$ cat config.mk
export PLATFORM = sky130hd
export DESIGN_NAME = sdram_lp_core
export DESIGN_NICKNAME = d
export VERILOG_FILES = /design/src/shared/sdram_lp_pkg.sv /design/src/hdl/sdram_lp_core.sv /design/src/hdl/word_fifo.sv
export SDC_FILE = /design/constraint.sdc
export NUM_CORES = 1
export LEC_CHECK = 0
export BUFFER_PORTS_ARGS = -buffer_cell sky130_fd_sc_hd__buf_4
export CAP_MARGIN = 20
export CORE_UTILIZATION = 56
export DETAILED_ROUTE_END_ITERATION = 7
export PLACE_DENSITY = 0.82
export SLEW_MARGIN = 25
export SYNTH_ARGS = -nofsm -noshare
export SYNTH_HDL_FRONTEND = slang
export SYNTH_HIERARCHICAL = 1
export SYNTH_SLANG_ARGS = --single-unit
$ cat constraint.sdc
create_clock -name clk -period 4 [get_ports clk]
set_clock_uncertainty 0.05 [all_clocks]
set_input_delay 0.8 -clock clk [delete_from_list [all_inputs] [get_ports clk]]
set_output_delay 0.8 -clock clk [all_outputs]
set_load 0.005 [all_outputs]
$ cat src/shared/sdram_lp_pkg.sv
// shared constants and types for the low-power and data-mask sdram block
package sdram_lp_pkg;
   localparam int DATA_W = 16;
   localparam int COL_W = 4;
   localparam int FIFO_DEPTH = 4;
   localparam int READ_MASK_LAT = 2;
   localparam int SUSPEND_LAT = 1;
   localparam logic [3:0] CMD_MRS = 4'h0;
   localparam logic [3:0] CMD_REF = 4'h1;
   localparam logic [3:0] CMD_PRE = 4'h2;
   localparam logic [3:0] CMD_ACT = 4'h3;
   localparam logic [3:0] CMD_WRITE = 4'h4;
   localparam logic [3:0] CMD_READ = 4'h5;
   localparam logic [3:0] CMD_NOP = 4'h7;
   localparam logic [1:0] LAT_MIN = 2'h1;
   localparam logic [3:0] BEAT_RESET = 4'h0;
   localparam logic [1:0] LAT_RESET = 2'h0;
   typedef struct packed {
      logic cs_n;
      logic ras_n;
      logic cas_n;
      logic we_n;
   } cmd_pins_t;
   typedef struct packed {
      logic interleaved;
      logic [1:0] read_latency;
      logic [1:0] blen_code;
   } mode_t;
   localparam mode_t MODE_RESET = mode_t'(5'h0a);
   typedef struct packed {
      cmd_pins_t cmd;
      logic bank;
      logic auto_close;
      logic [COL_W-1:0] col;
      mode_t mode_bits;
      logic clock_gate;
      logic data_mask;
      logic [DATA_W-1:0] dq;
   } pins_t;
   typedef struct packed {
      logic bank;
      logic [COL_W-1:0] col;
      logic [DATA_W-1:0] data;
   } wr_word_t;
   typedef enum {st_run, st_suspend, st_power_down, st_self_refresh} lp_state_t;
   typedef enum {burst_none, burst_read, burst_write} burst_kind_t;
endpackage

$ cat src/hdl/sdram_lp_core.sv
// two-bank sdram core: clock gating, power-down, self-refresh and data masking
module sdram_lp_core
   import sdram_lp_pkg::*;
(
   input wire logic clk,
   input wire logic rst_n,
   input wire cmd_pins_t cmd_pins,
   input wire logic bank_sel,
   input wire logic auto_close,
   input wire logic [COL_W-1:0] col_addr,
   input wire mode_t mode_bits,
   input wire logic clock_gate_pin,
   input wire logic data_mask_pin,
   input wire logic [DATA_W-1:0] dq_i,
   output logic [DATA_W-1:0] dq_o,
   output logic dq_oe,
   output logic [1:0] bank_open,
   output logic suspended,
   output logic power_down,
   output logic self_refresh,
   output logic write_stall
);
   pins_t meta_q;
   pins_t s;
   logic cke_prev_q;
   lp_state_t state_q;
   burst_kind_t kind_q;
   mode_t mode_q;
   logic [1:0] bank_open_q;
   logic [3:0] beat_q;
   logic [1:0] lat_q;
   logic bbank_q;
   logic bclose_q;
   logic [COL_W-1:0] bcol_q;
   logic mask_d1_q;
   logic [DATA_W-1:0] dq_o_q;
   logic dq_oe_q;
   logic write_stall_q;
   logic ac_done_q;
   logic [DATA_W-1:0] mem_q [2*(2**COL_W)];
   logic [3:0] cmd;
   logic active;
   logic cmd_rd;
   logic cmd_wr;
   logic cmd_nop;
   logic go_pd;
   logic go_self;
   logic [3:0] blen;
   logic [3:0] idx;
   logic [COL_W-1:0] beat_col;
   logic wr_beat;
   logic push;
   logic rd_emit;
   logic beat_done;
   logic burst_end;
   logic ac_pending;
   wr_word_t fifo_in;
   wr_word_t fifo_out;
   logic fifo_in_ready;
   logic fifo_out_valid;
   logic fifo_out_ready;

   // two-flop synchroniser for every pin except clk and rst_n
   always_ff @(posedge clk)
   begin
      meta_q <= {cmd_pins, bank_sel, auto_close, col_addr, mode_bits, clock_gate_pin,
                 data_mask_pin, dq_i};
      s <= meta_q;
   end

   assign cmd = s.cmd.cs_n ? CMD_NOP : {1'b0, s.cmd.ras_n, s.cmd.cas_n, s.cmd.we_n};
   assign cmd_nop = (cmd == CMD_NOP);
   // the edge after a low gate is ignored
   assign active = (state_q == st_run) && cke_prev_q;
   assign cmd_rd = active && (cmd == CMD_READ) && bank_open_q[s.bank];
   assign cmd_wr = active && (cmd == CMD_WRITE) && bank_open_q[s.bank];
   assign ac_pending = (kind_q == burst_write) && bclose_q;
   assign go_self = active && !s.clock_gate && (cmd == CMD_REF) && (bank_open_q == 2'h0)
                    && (kind_q == burst_none);
   assign go_pd = active && !s.clock_gate && cmd_nop && (kind_q == burst_none);

   // burst length and beat address order
   always_comb
   begin
      blen = 4'h1 << mode_q.blen_code;
      idx = cmd_wr ? 4'h0 : beat_q;
      if (mode_q.interleaved)
         beat_col = (cmd_wr ? s.col : bcol_q) ^ idx[COL_W-1:0];
      else
         beat_col = ((cmd_wr ? s.col : bcol_q) & ~(blen - 4'h1))
                    | (((cmd_wr ? s.col : bcol_q) + idx) & (blen - 4'h1));
   end

   assign wr_beat = (cmd_wr || (active && kind_q == burst_write && !cmd_rd));
   assign push = wr_beat && !s.data_mask;
   assign beat_done = wr_beat ? !(push && !fifo_in_ready) : rd_emit;
   assign rd_emit = active && (kind_q == burst_read) && (lat_q <= LAT_MIN) && !cmd_wr;
   assign burst_end = beat_done && (idx == blen - 4'h1);
   assign fifo_in = '{bank: (cmd_wr ? s.bank : bbank_q), col: beat_col, data: s.dq};
   assign fifo_out_ready = !rd_emit;

   word_fifo #(
      .WIDTH($bits(wr_word_t)),
      .DEPTH(FIFO_DEPTH)
   ) u_wr_fifo (
      .clk(clk),
      .rst_n(rst_n),
      .in_valid(push),
      .in_ready(fifo_in_ready),
      .in_data(fifo_in),
      .out_valid(fifo_out_valid),
      .out_ready(fifo_out_ready),
      .out_data(fifo_out)
   );

   // gate history and power state
   always_ff @(posedge clk)
   begin
      if (!rst_n)
      begin
         cke_prev_q <= 1'b1;
         state_q <= st_run;
      end
      else
      begin
         cke_prev_q <= s.clock_gate;
         case (state_q)
            st_run:
            begin
               if (go_self)
                  state_q <= st_self_refresh;
               else if (go_pd)
                  state_q <= st_power_down;
               else if (!s.clock_gate && kind_q != burst_none)
                  state_q <= st_suspend;
            end
            st_suspend:
               if (s.clock_gate)
                  state_q <= st_run;
            st_power_down:
               if (s.clock_gate)
                  state_q <= st_run;
            st_self_refresh:
               if (s.clock_gate)
                  state_q <= st_run;
            default:
               state_q <= st_run;
         endcase
      end
   end

   // mode register
   always_ff @(posedge clk)
   begin
      if (!rst_n)
         mode_q <= MODE_RESET;
      else if (active && cmd == CMD_MRS)
         mode_q <= s.mode_bits;
   end

   // bank open tracking
   always_ff @(posedge clk)
   begin
      if (!rst_n)
         bank_open_q <= 2'h0;
      else if (go_pd && ac_pending)
         bank_open_q[bbank_q] <= 1'b0;
      else if (active)
      begin
         if (cmd == CMD_ACT)
            bank_open_q[s.bank] <= 1'b1;
         else if (cmd == CMD_PRE && s.auto_close)
            bank_open_q <= 2'h0;
         else if (cmd == CMD_PRE)
            bank_open_q[s.bank] <= 1'b0;
         else if (burst_end && (cmd_wr ? s.auto_close : bclose_q))
            bank_open_q[cmd_wr ? s.bank : bbank_q] <= 1'b0;
      end
   end

   // burst engine
   always_ff @(posedge clk)
   begin
      if (!rst_n)
      begin
         kind_q <= burst_none;
         beat_q <= BEAT_RESET;
         lat_q <= LAT_RESET;
         bbank_q <= 1'b0;
         bclose_q <= 1'b0;
         bcol_q <= '0;
      end
      else if (go_pd && ac_pending)
         kind_q <= burst_none;
      else if (active)
      begin
         if (cmd_rd)
         begin
            kind_q <= burst_read;
            beat_q <= BEAT_RESET;
            lat_q <= (mode_q.read_latency < LAT_MIN) ? LAT_MIN : mode_q.read_latency;
            bbank_q <= s.bank;
            bclose_q <= s.auto_close;
            bcol_q <= s.col;
         end
         else if (cmd_wr)
         begin
            kind_q <= burst_end ? burst_none : burst_write;
            beat_q <= beat_done ? 4'h1 : BEAT_RESET;
            bbank_q <= s.bank;
            bclose_q <= s.auto_close;
            bcol_q <= s.col;
         end
         else if (cmd == CMD_PRE && (s.auto_close || s.bank == bbank_q))
            kind_q <= burst_none;
         else if (kind_q != burst_none)
         begin
            if (lat_q > LAT_MIN)
               lat_q <= lat_q - 2'h1;
            if (burst_end)
               kind_q <= burst_none;
            else if (beat_done)
               beat_q <= beat_q + 4'h1;
         end
      end
   end

   // read mask delay line and output drive
   always_ff @(posedge clk)
   begin
      if (!rst_n)
      begin
         mask_d1_q <= 1'b0;
         dq_o_q <= '0;
         dq_oe_q <= 1'b0;
      end
      else if (active)
      begin
         mask_d1_q <= s.data_mask;
         if (rd_emit)
         begin
            dq_o_q <= mem_q[{bbank_q, beat_col}];
            dq_oe_q <= !mask_d1_q;
         end
         else
            dq_oe_q <= 1'b0;
      end
      else if (state_q != st_run)
         dq_oe_q <= dq_oe_q && (state_q == st_suspend);
   end

   // array write from the fifo
   always_ff @(posedge clk)
   begin
      if (fifo_out_valid && fifo_out_ready)
         mem_q[{fifo_out.bank, fifo_out.col}] <= fifo_out.data;
   end

   always_ff @(posedge clk)
   begin
      if (!rst_n)
         write_stall_q <= 1'b0;
      else
         write_stall_q <= push && !fifo_in_ready;
   end

   always_ff @(posedge clk)
   begin
      if (!rst_n)
         ac_done_q <= 1'b0;
      else if (active && wr_beat && burst_end && !(cmd == CMD_ACT || cmd == CMD_PRE)
               && (cmd_wr ? s.auto_close : bclose_q))
         ac_done_q <= 1'b1;
      else if (active && (cmd_rd || cmd_wr || cmd == CMD_ACT))
         ac_done_q <= 1'b0;
   end

   assign dq_o = dq_o_q;
   assign dq_oe = dq_oe_q;
   assign bank_open = bank_open_q;
   assign suspended = (state_q == st_suspend);
   assign power_down = (state_q == st_power_down);
   assign self_refresh = (state_q == st_self_refresh);
   assign write_stall = write_stall_q;
endmodule

$ cat src/hdl/word_fifo.sv
// small synchronous fifo with valid/ready on both sides
module word_fifo #(
   parameter int WIDTH = 21,
   parameter int DEPTH = 4
) (
   input wire logic clk,
   input wire logic rst_n,
   input wire logic in_valid,
   output logic in_ready,
   input wire logic [WIDTH-1:0] in_data,
   output logic out_valid,
   input wire logic out_ready,
   output logic [WIDTH-1:0] out_data
);
   localparam int AW = $clog2(DEPTH);
   logic [WIDTH-1:0] mem_q [DEPTH];
   logic [AW:0] wr_ptr_q;
   logic [AW:0] rd_ptr_q;
   logic push;
   logic pop;

   assign in_ready = (wr_ptr_q[AW] == rd_ptr_q[AW]) || (wr_ptr_q[AW-1:0] != rd_ptr_q[AW-1:0]);
   assign out_valid = wr_ptr_q != rd_ptr_q;
   assign out_data = mem_q[rd_ptr_q[AW-1:0]];
   assign push = in_valid && in_ready;
   assign pop = out_valid && out_ready;

   always_ff @(posedge clk)
   begin
      if (!rst_n)
      begin
         wr_ptr_q <= '0;
         rd_ptr_q <= '0;
      end
      else
      begin
         if (push)
            wr_ptr_q <= wr_ptr_q + 1'b1;
         if (pop)
            rd_ptr_q <= rd_ptr_q + 1'b1;
      end
   end

   always_ff @(posedge clk)
   begin
      if (push)
         mem_q[wr_ptr_q[AW-1:0]] <= in_data;
   end
endmodule

==> flow_summary.toml <==
[synthesis]
synth_area_leaders = "edfxtp_1 (65%), dfxtp_1 (8.6%), nand2_1 (5.5%)"
synth_edf_count = 596
synth_cell_types = 69
synth_warnings = 6
ys_ff_latch = 713
async_reset_ff_frac = 0
synth.most_common_cell = "edfxtp_1"
synth_nets = 1988
ys_seq_area_frac = 0.7405
synth-main-ff-cell = "edfxtp_1"
synth_commonest_cells = "edfxtp_1 (596), nand2_1 (400), nand3_1 (120)"
synth_top_area_cell = "edfxtp_1"
synth_top_area_frac = 0.6548
syn_area_per_cell_um2 = 14.06
postSynthCellCount = 1944
syn-cell-area_um2 = 27330

[cells_and_area]
drive_gt1_frac = 0.1562
antennaDiodeCount = 0
nFillCells = 3069
multi_input_area_um2 = 6601
finalNonFillerCells = 2760
seq_area_um2 = 20240
syn2layout_area_growth_pct = 14.79
design_area_um2 = 31380
fin_nets = 2134

[clock_tree]
cts.clk_slew.worst_paths_ns = 0.06
clk_latency_ns = 0.61
clock-root-buffer = "clkbuf_16"
cts_max_level = 3
cts_buffers = 68
postCtsHoldBufs = 0
tritoncts = "done"
clock_sinks = 713
clock_path_buffers = 3

[route]
dr.pass1.iters = 8
drt-initial-drc-count = 2342
post_drt_wl_per_cell_um = 24.22
vias = 17440
wl_mm = 66.84
ant_nets = 0
drcViolationCount = 0
routed_via_density = 6.319

[sta]
setup_viol = 0
final.period_utilization = 0.9765
hold_viol = 0
period_minus_slack_ns = 3.906
fmax_ghz = 0.2560
max-slew-margin-rel = 0.3597
drv_slew = 0
tightest_slew_ns = 0.9531
setup_slack_ns = 0.09415

[setup_path]
r2r_cells = 15
r2r_end = "dq_o[14]"
setup.worst_path.class = "register to register"
worstPathRequired_ns = 4.46
timing.rr.start = "s[32]"
path_max_fanout = 60
arrival_ns = 4.37
start_kind = "register"
rrSetupSlack_ns = 0.09
end_kind = "register"
startpoint = "s[32]"

[power_and_ir_drop]
ir_worst_vdd_mv = 0.4638
p_int_mw = 12.12
p_comb_frac = 0.048
p_sw_frac = 0.2141
p_leak_nw = 10.83
power_mw = 15.42
p_per_area_nw_per_um2 = 491.4
seqPwrFrac = 0.543
clockPowerShare = 0.409
power.switching_mw = 3.302

[placement]
dpl.hpwl_mm = 40.46
place_worst_setup_slack_ns = 0.01403
placed_area_um2 = 28990
gp_congestion = 0.8817
port_buffers = 57
dp_cells = 2625

[floorplan]
die_w_um = 222.9
fp.dieH_um = 222.9
ioPinCount = 58
fp.coreArea_um2 = 47950
dieArea_um2 = 49700
fp-row-count = 80
start_util = 0.5701

[grt]
grt_pass1_vias = 17150
antenna_found_initial = 0
grt_max_degree = 61
track_usage = 0.2723
grt_overflow = 0
grt_pass1_wl_mm = 101.1

[job]
drv_cap = 0

[hold_path]
whs_endpoint = "meta_q[1]"
min_path_type = "input pin to register"
whs_path_depth = 1
hold_start = "dq_i[1]"

[run_status]
outcome = "finished clean"
==> critical path, cell delays in order, from the launching register on <==
cell	delay [ns]
dfxtp_2	0.34
or3_4	0.40
o41ai_4	0.36
nand2_1	0.09
ha_1	0.19
ha_1	0.29
inv_1	0.06
a21oi_1	0.06
o211ai_1	0.22
and2_4	0.35
buf_16	0.29
buf_12	0.25
nand2_1	0.07
a31oi_1	0.24
o311ai_0	0.26
a211oi_1	0.25
==> routing by layer <==
layer  wire length [um]  vias up  GRT usage
met1              24480     8511     0.3588
met2              32120     1178     0.4397
li1                   -     7557          -
met3               7866      195    0.05795
met5                  0        -          0
met4               2381        0     0.1190
==> cells in the final DEF (no fill, tap or decap), drive strengths merged, types with 9 or more instances in the layout <==
| master | Yosys | final |
|---|---|---|
| edfxtp | 596 | 596 |
| nor2b | 9 | 9 |
| a32oi | 15 | 15 |
| mux2i | 84 | 84 |
| nor2 | 85 | 85 |
| ha | 9 | 9 |
| inv | 17 | 22 |
| and2 | 10 | 10 |
| clkbuf | 45 | 98 |
| o21ai | 33 | 33 |
| dfxtp | 117 | 117 |
| a21oi | 78 | 78 |
| nand3 | 120 | 120 |
| o211ai | 11 | 11 |
| nand4 | 12 | 12 |
| a211oi | 28 | 28 |
| buf | 59 | 179 |
| nor3 | 15 | 15 |
| clkinv | 1 | 21 |
| nor4 | 11 | 11 |
| mux4 | 21 | 21 |
| a21boi | 13 | 13 |
| o21a | 12 | 12 |
| nand2 | 400 | 400 |
| a31oi | 28 | 28 |
==> logic make-up after synthesis <==
group / count (synthesis) / share of synthesized area
xor+xnor: 10 / 0.003204
mux: 108 / 0.04944
fa+ha+maj: 9 / 0.004120
simple gates: 709 / 0.1139
buf+inv: 122 / 0.02133
flops: 713 / 0.7405
compound gates: 273 / 0.06752
==> final cells by class <==
class	count	area share
Inverter	18	0.002991
Tap cell	615	0.02452
Timing Repair inverter	1	0.0003589
Multi-Input combinational cell	1109	0.2104
Sequential cell	713	0.6451
Clock buffer	98	0.06304
Timing Repair Buffer	179	0.04685
Clock inverter	27	0.006779
==> through the flow <==
stage                       util  hold WS [ns]   TNS (ns)
after floorplan                -        0.2596          0
after global placement    0.6046        0.2607          0
after detailed placement  0.6046        0.2621          0
after CTS                 0.6504        0.2193          0
after global routing      0.6544        0.2250  -0.007601
final                     0.6544        0.2433          0
==> power by group through the flow <==
stage / Clock, mW / Sequential, mW / Combinational, mW
6_report: 6.30 / 8.37 / 0.746
5_1_grt: 6.64 / 8.38 / 0.795
4_1_cts: 6.36 / 8.37 / 0.725
3_5_place_dp: 0 / 8.53 / 0.718
3_3_place_gp: 0 / 8.52 / 0.687
2_1_floorplan: 0 / 8.50 / 0.447
==> state kept, by name, summed over array words and instances, names as in the netlist, 3 cells and up, named ones only <==
signal / flops
bcol_q: 4
dq_o: 16
u_wr_fifo/wr_ptr_q: 3
u_wr_fifo/rd_ptr_q: 3
mode_q: 5
mem_q: 512
meta_q: 33
fifo_in: 16
u_wr_fifo/mem_q: 84
beat_q: 4
s: 17
==> repair_timing <==
item | 4_1_cts | 5_1_grt
pin swaps | 0 | 3
resized for setup | 2 | 22
buffers inserted | 0 | 9
endpoints found under the setup margin | 2 | 16
cloned | 0 | 1
==> worst max-delay path by stage <==
stage               endpoint  slack [ns]  cells after the start
floorplan           dq_o[10]        0.30                     16
global placement    dq_o[15]        0.08                     14
detailed placement  dq_o[14]        0.01                     15
CTS                 dq_o[14]       0.003                     16
global route         dq_o[9]      -0.005                     14
finish              dq_o[14]        0.09                     15
(Power assumes the default switching activity.)
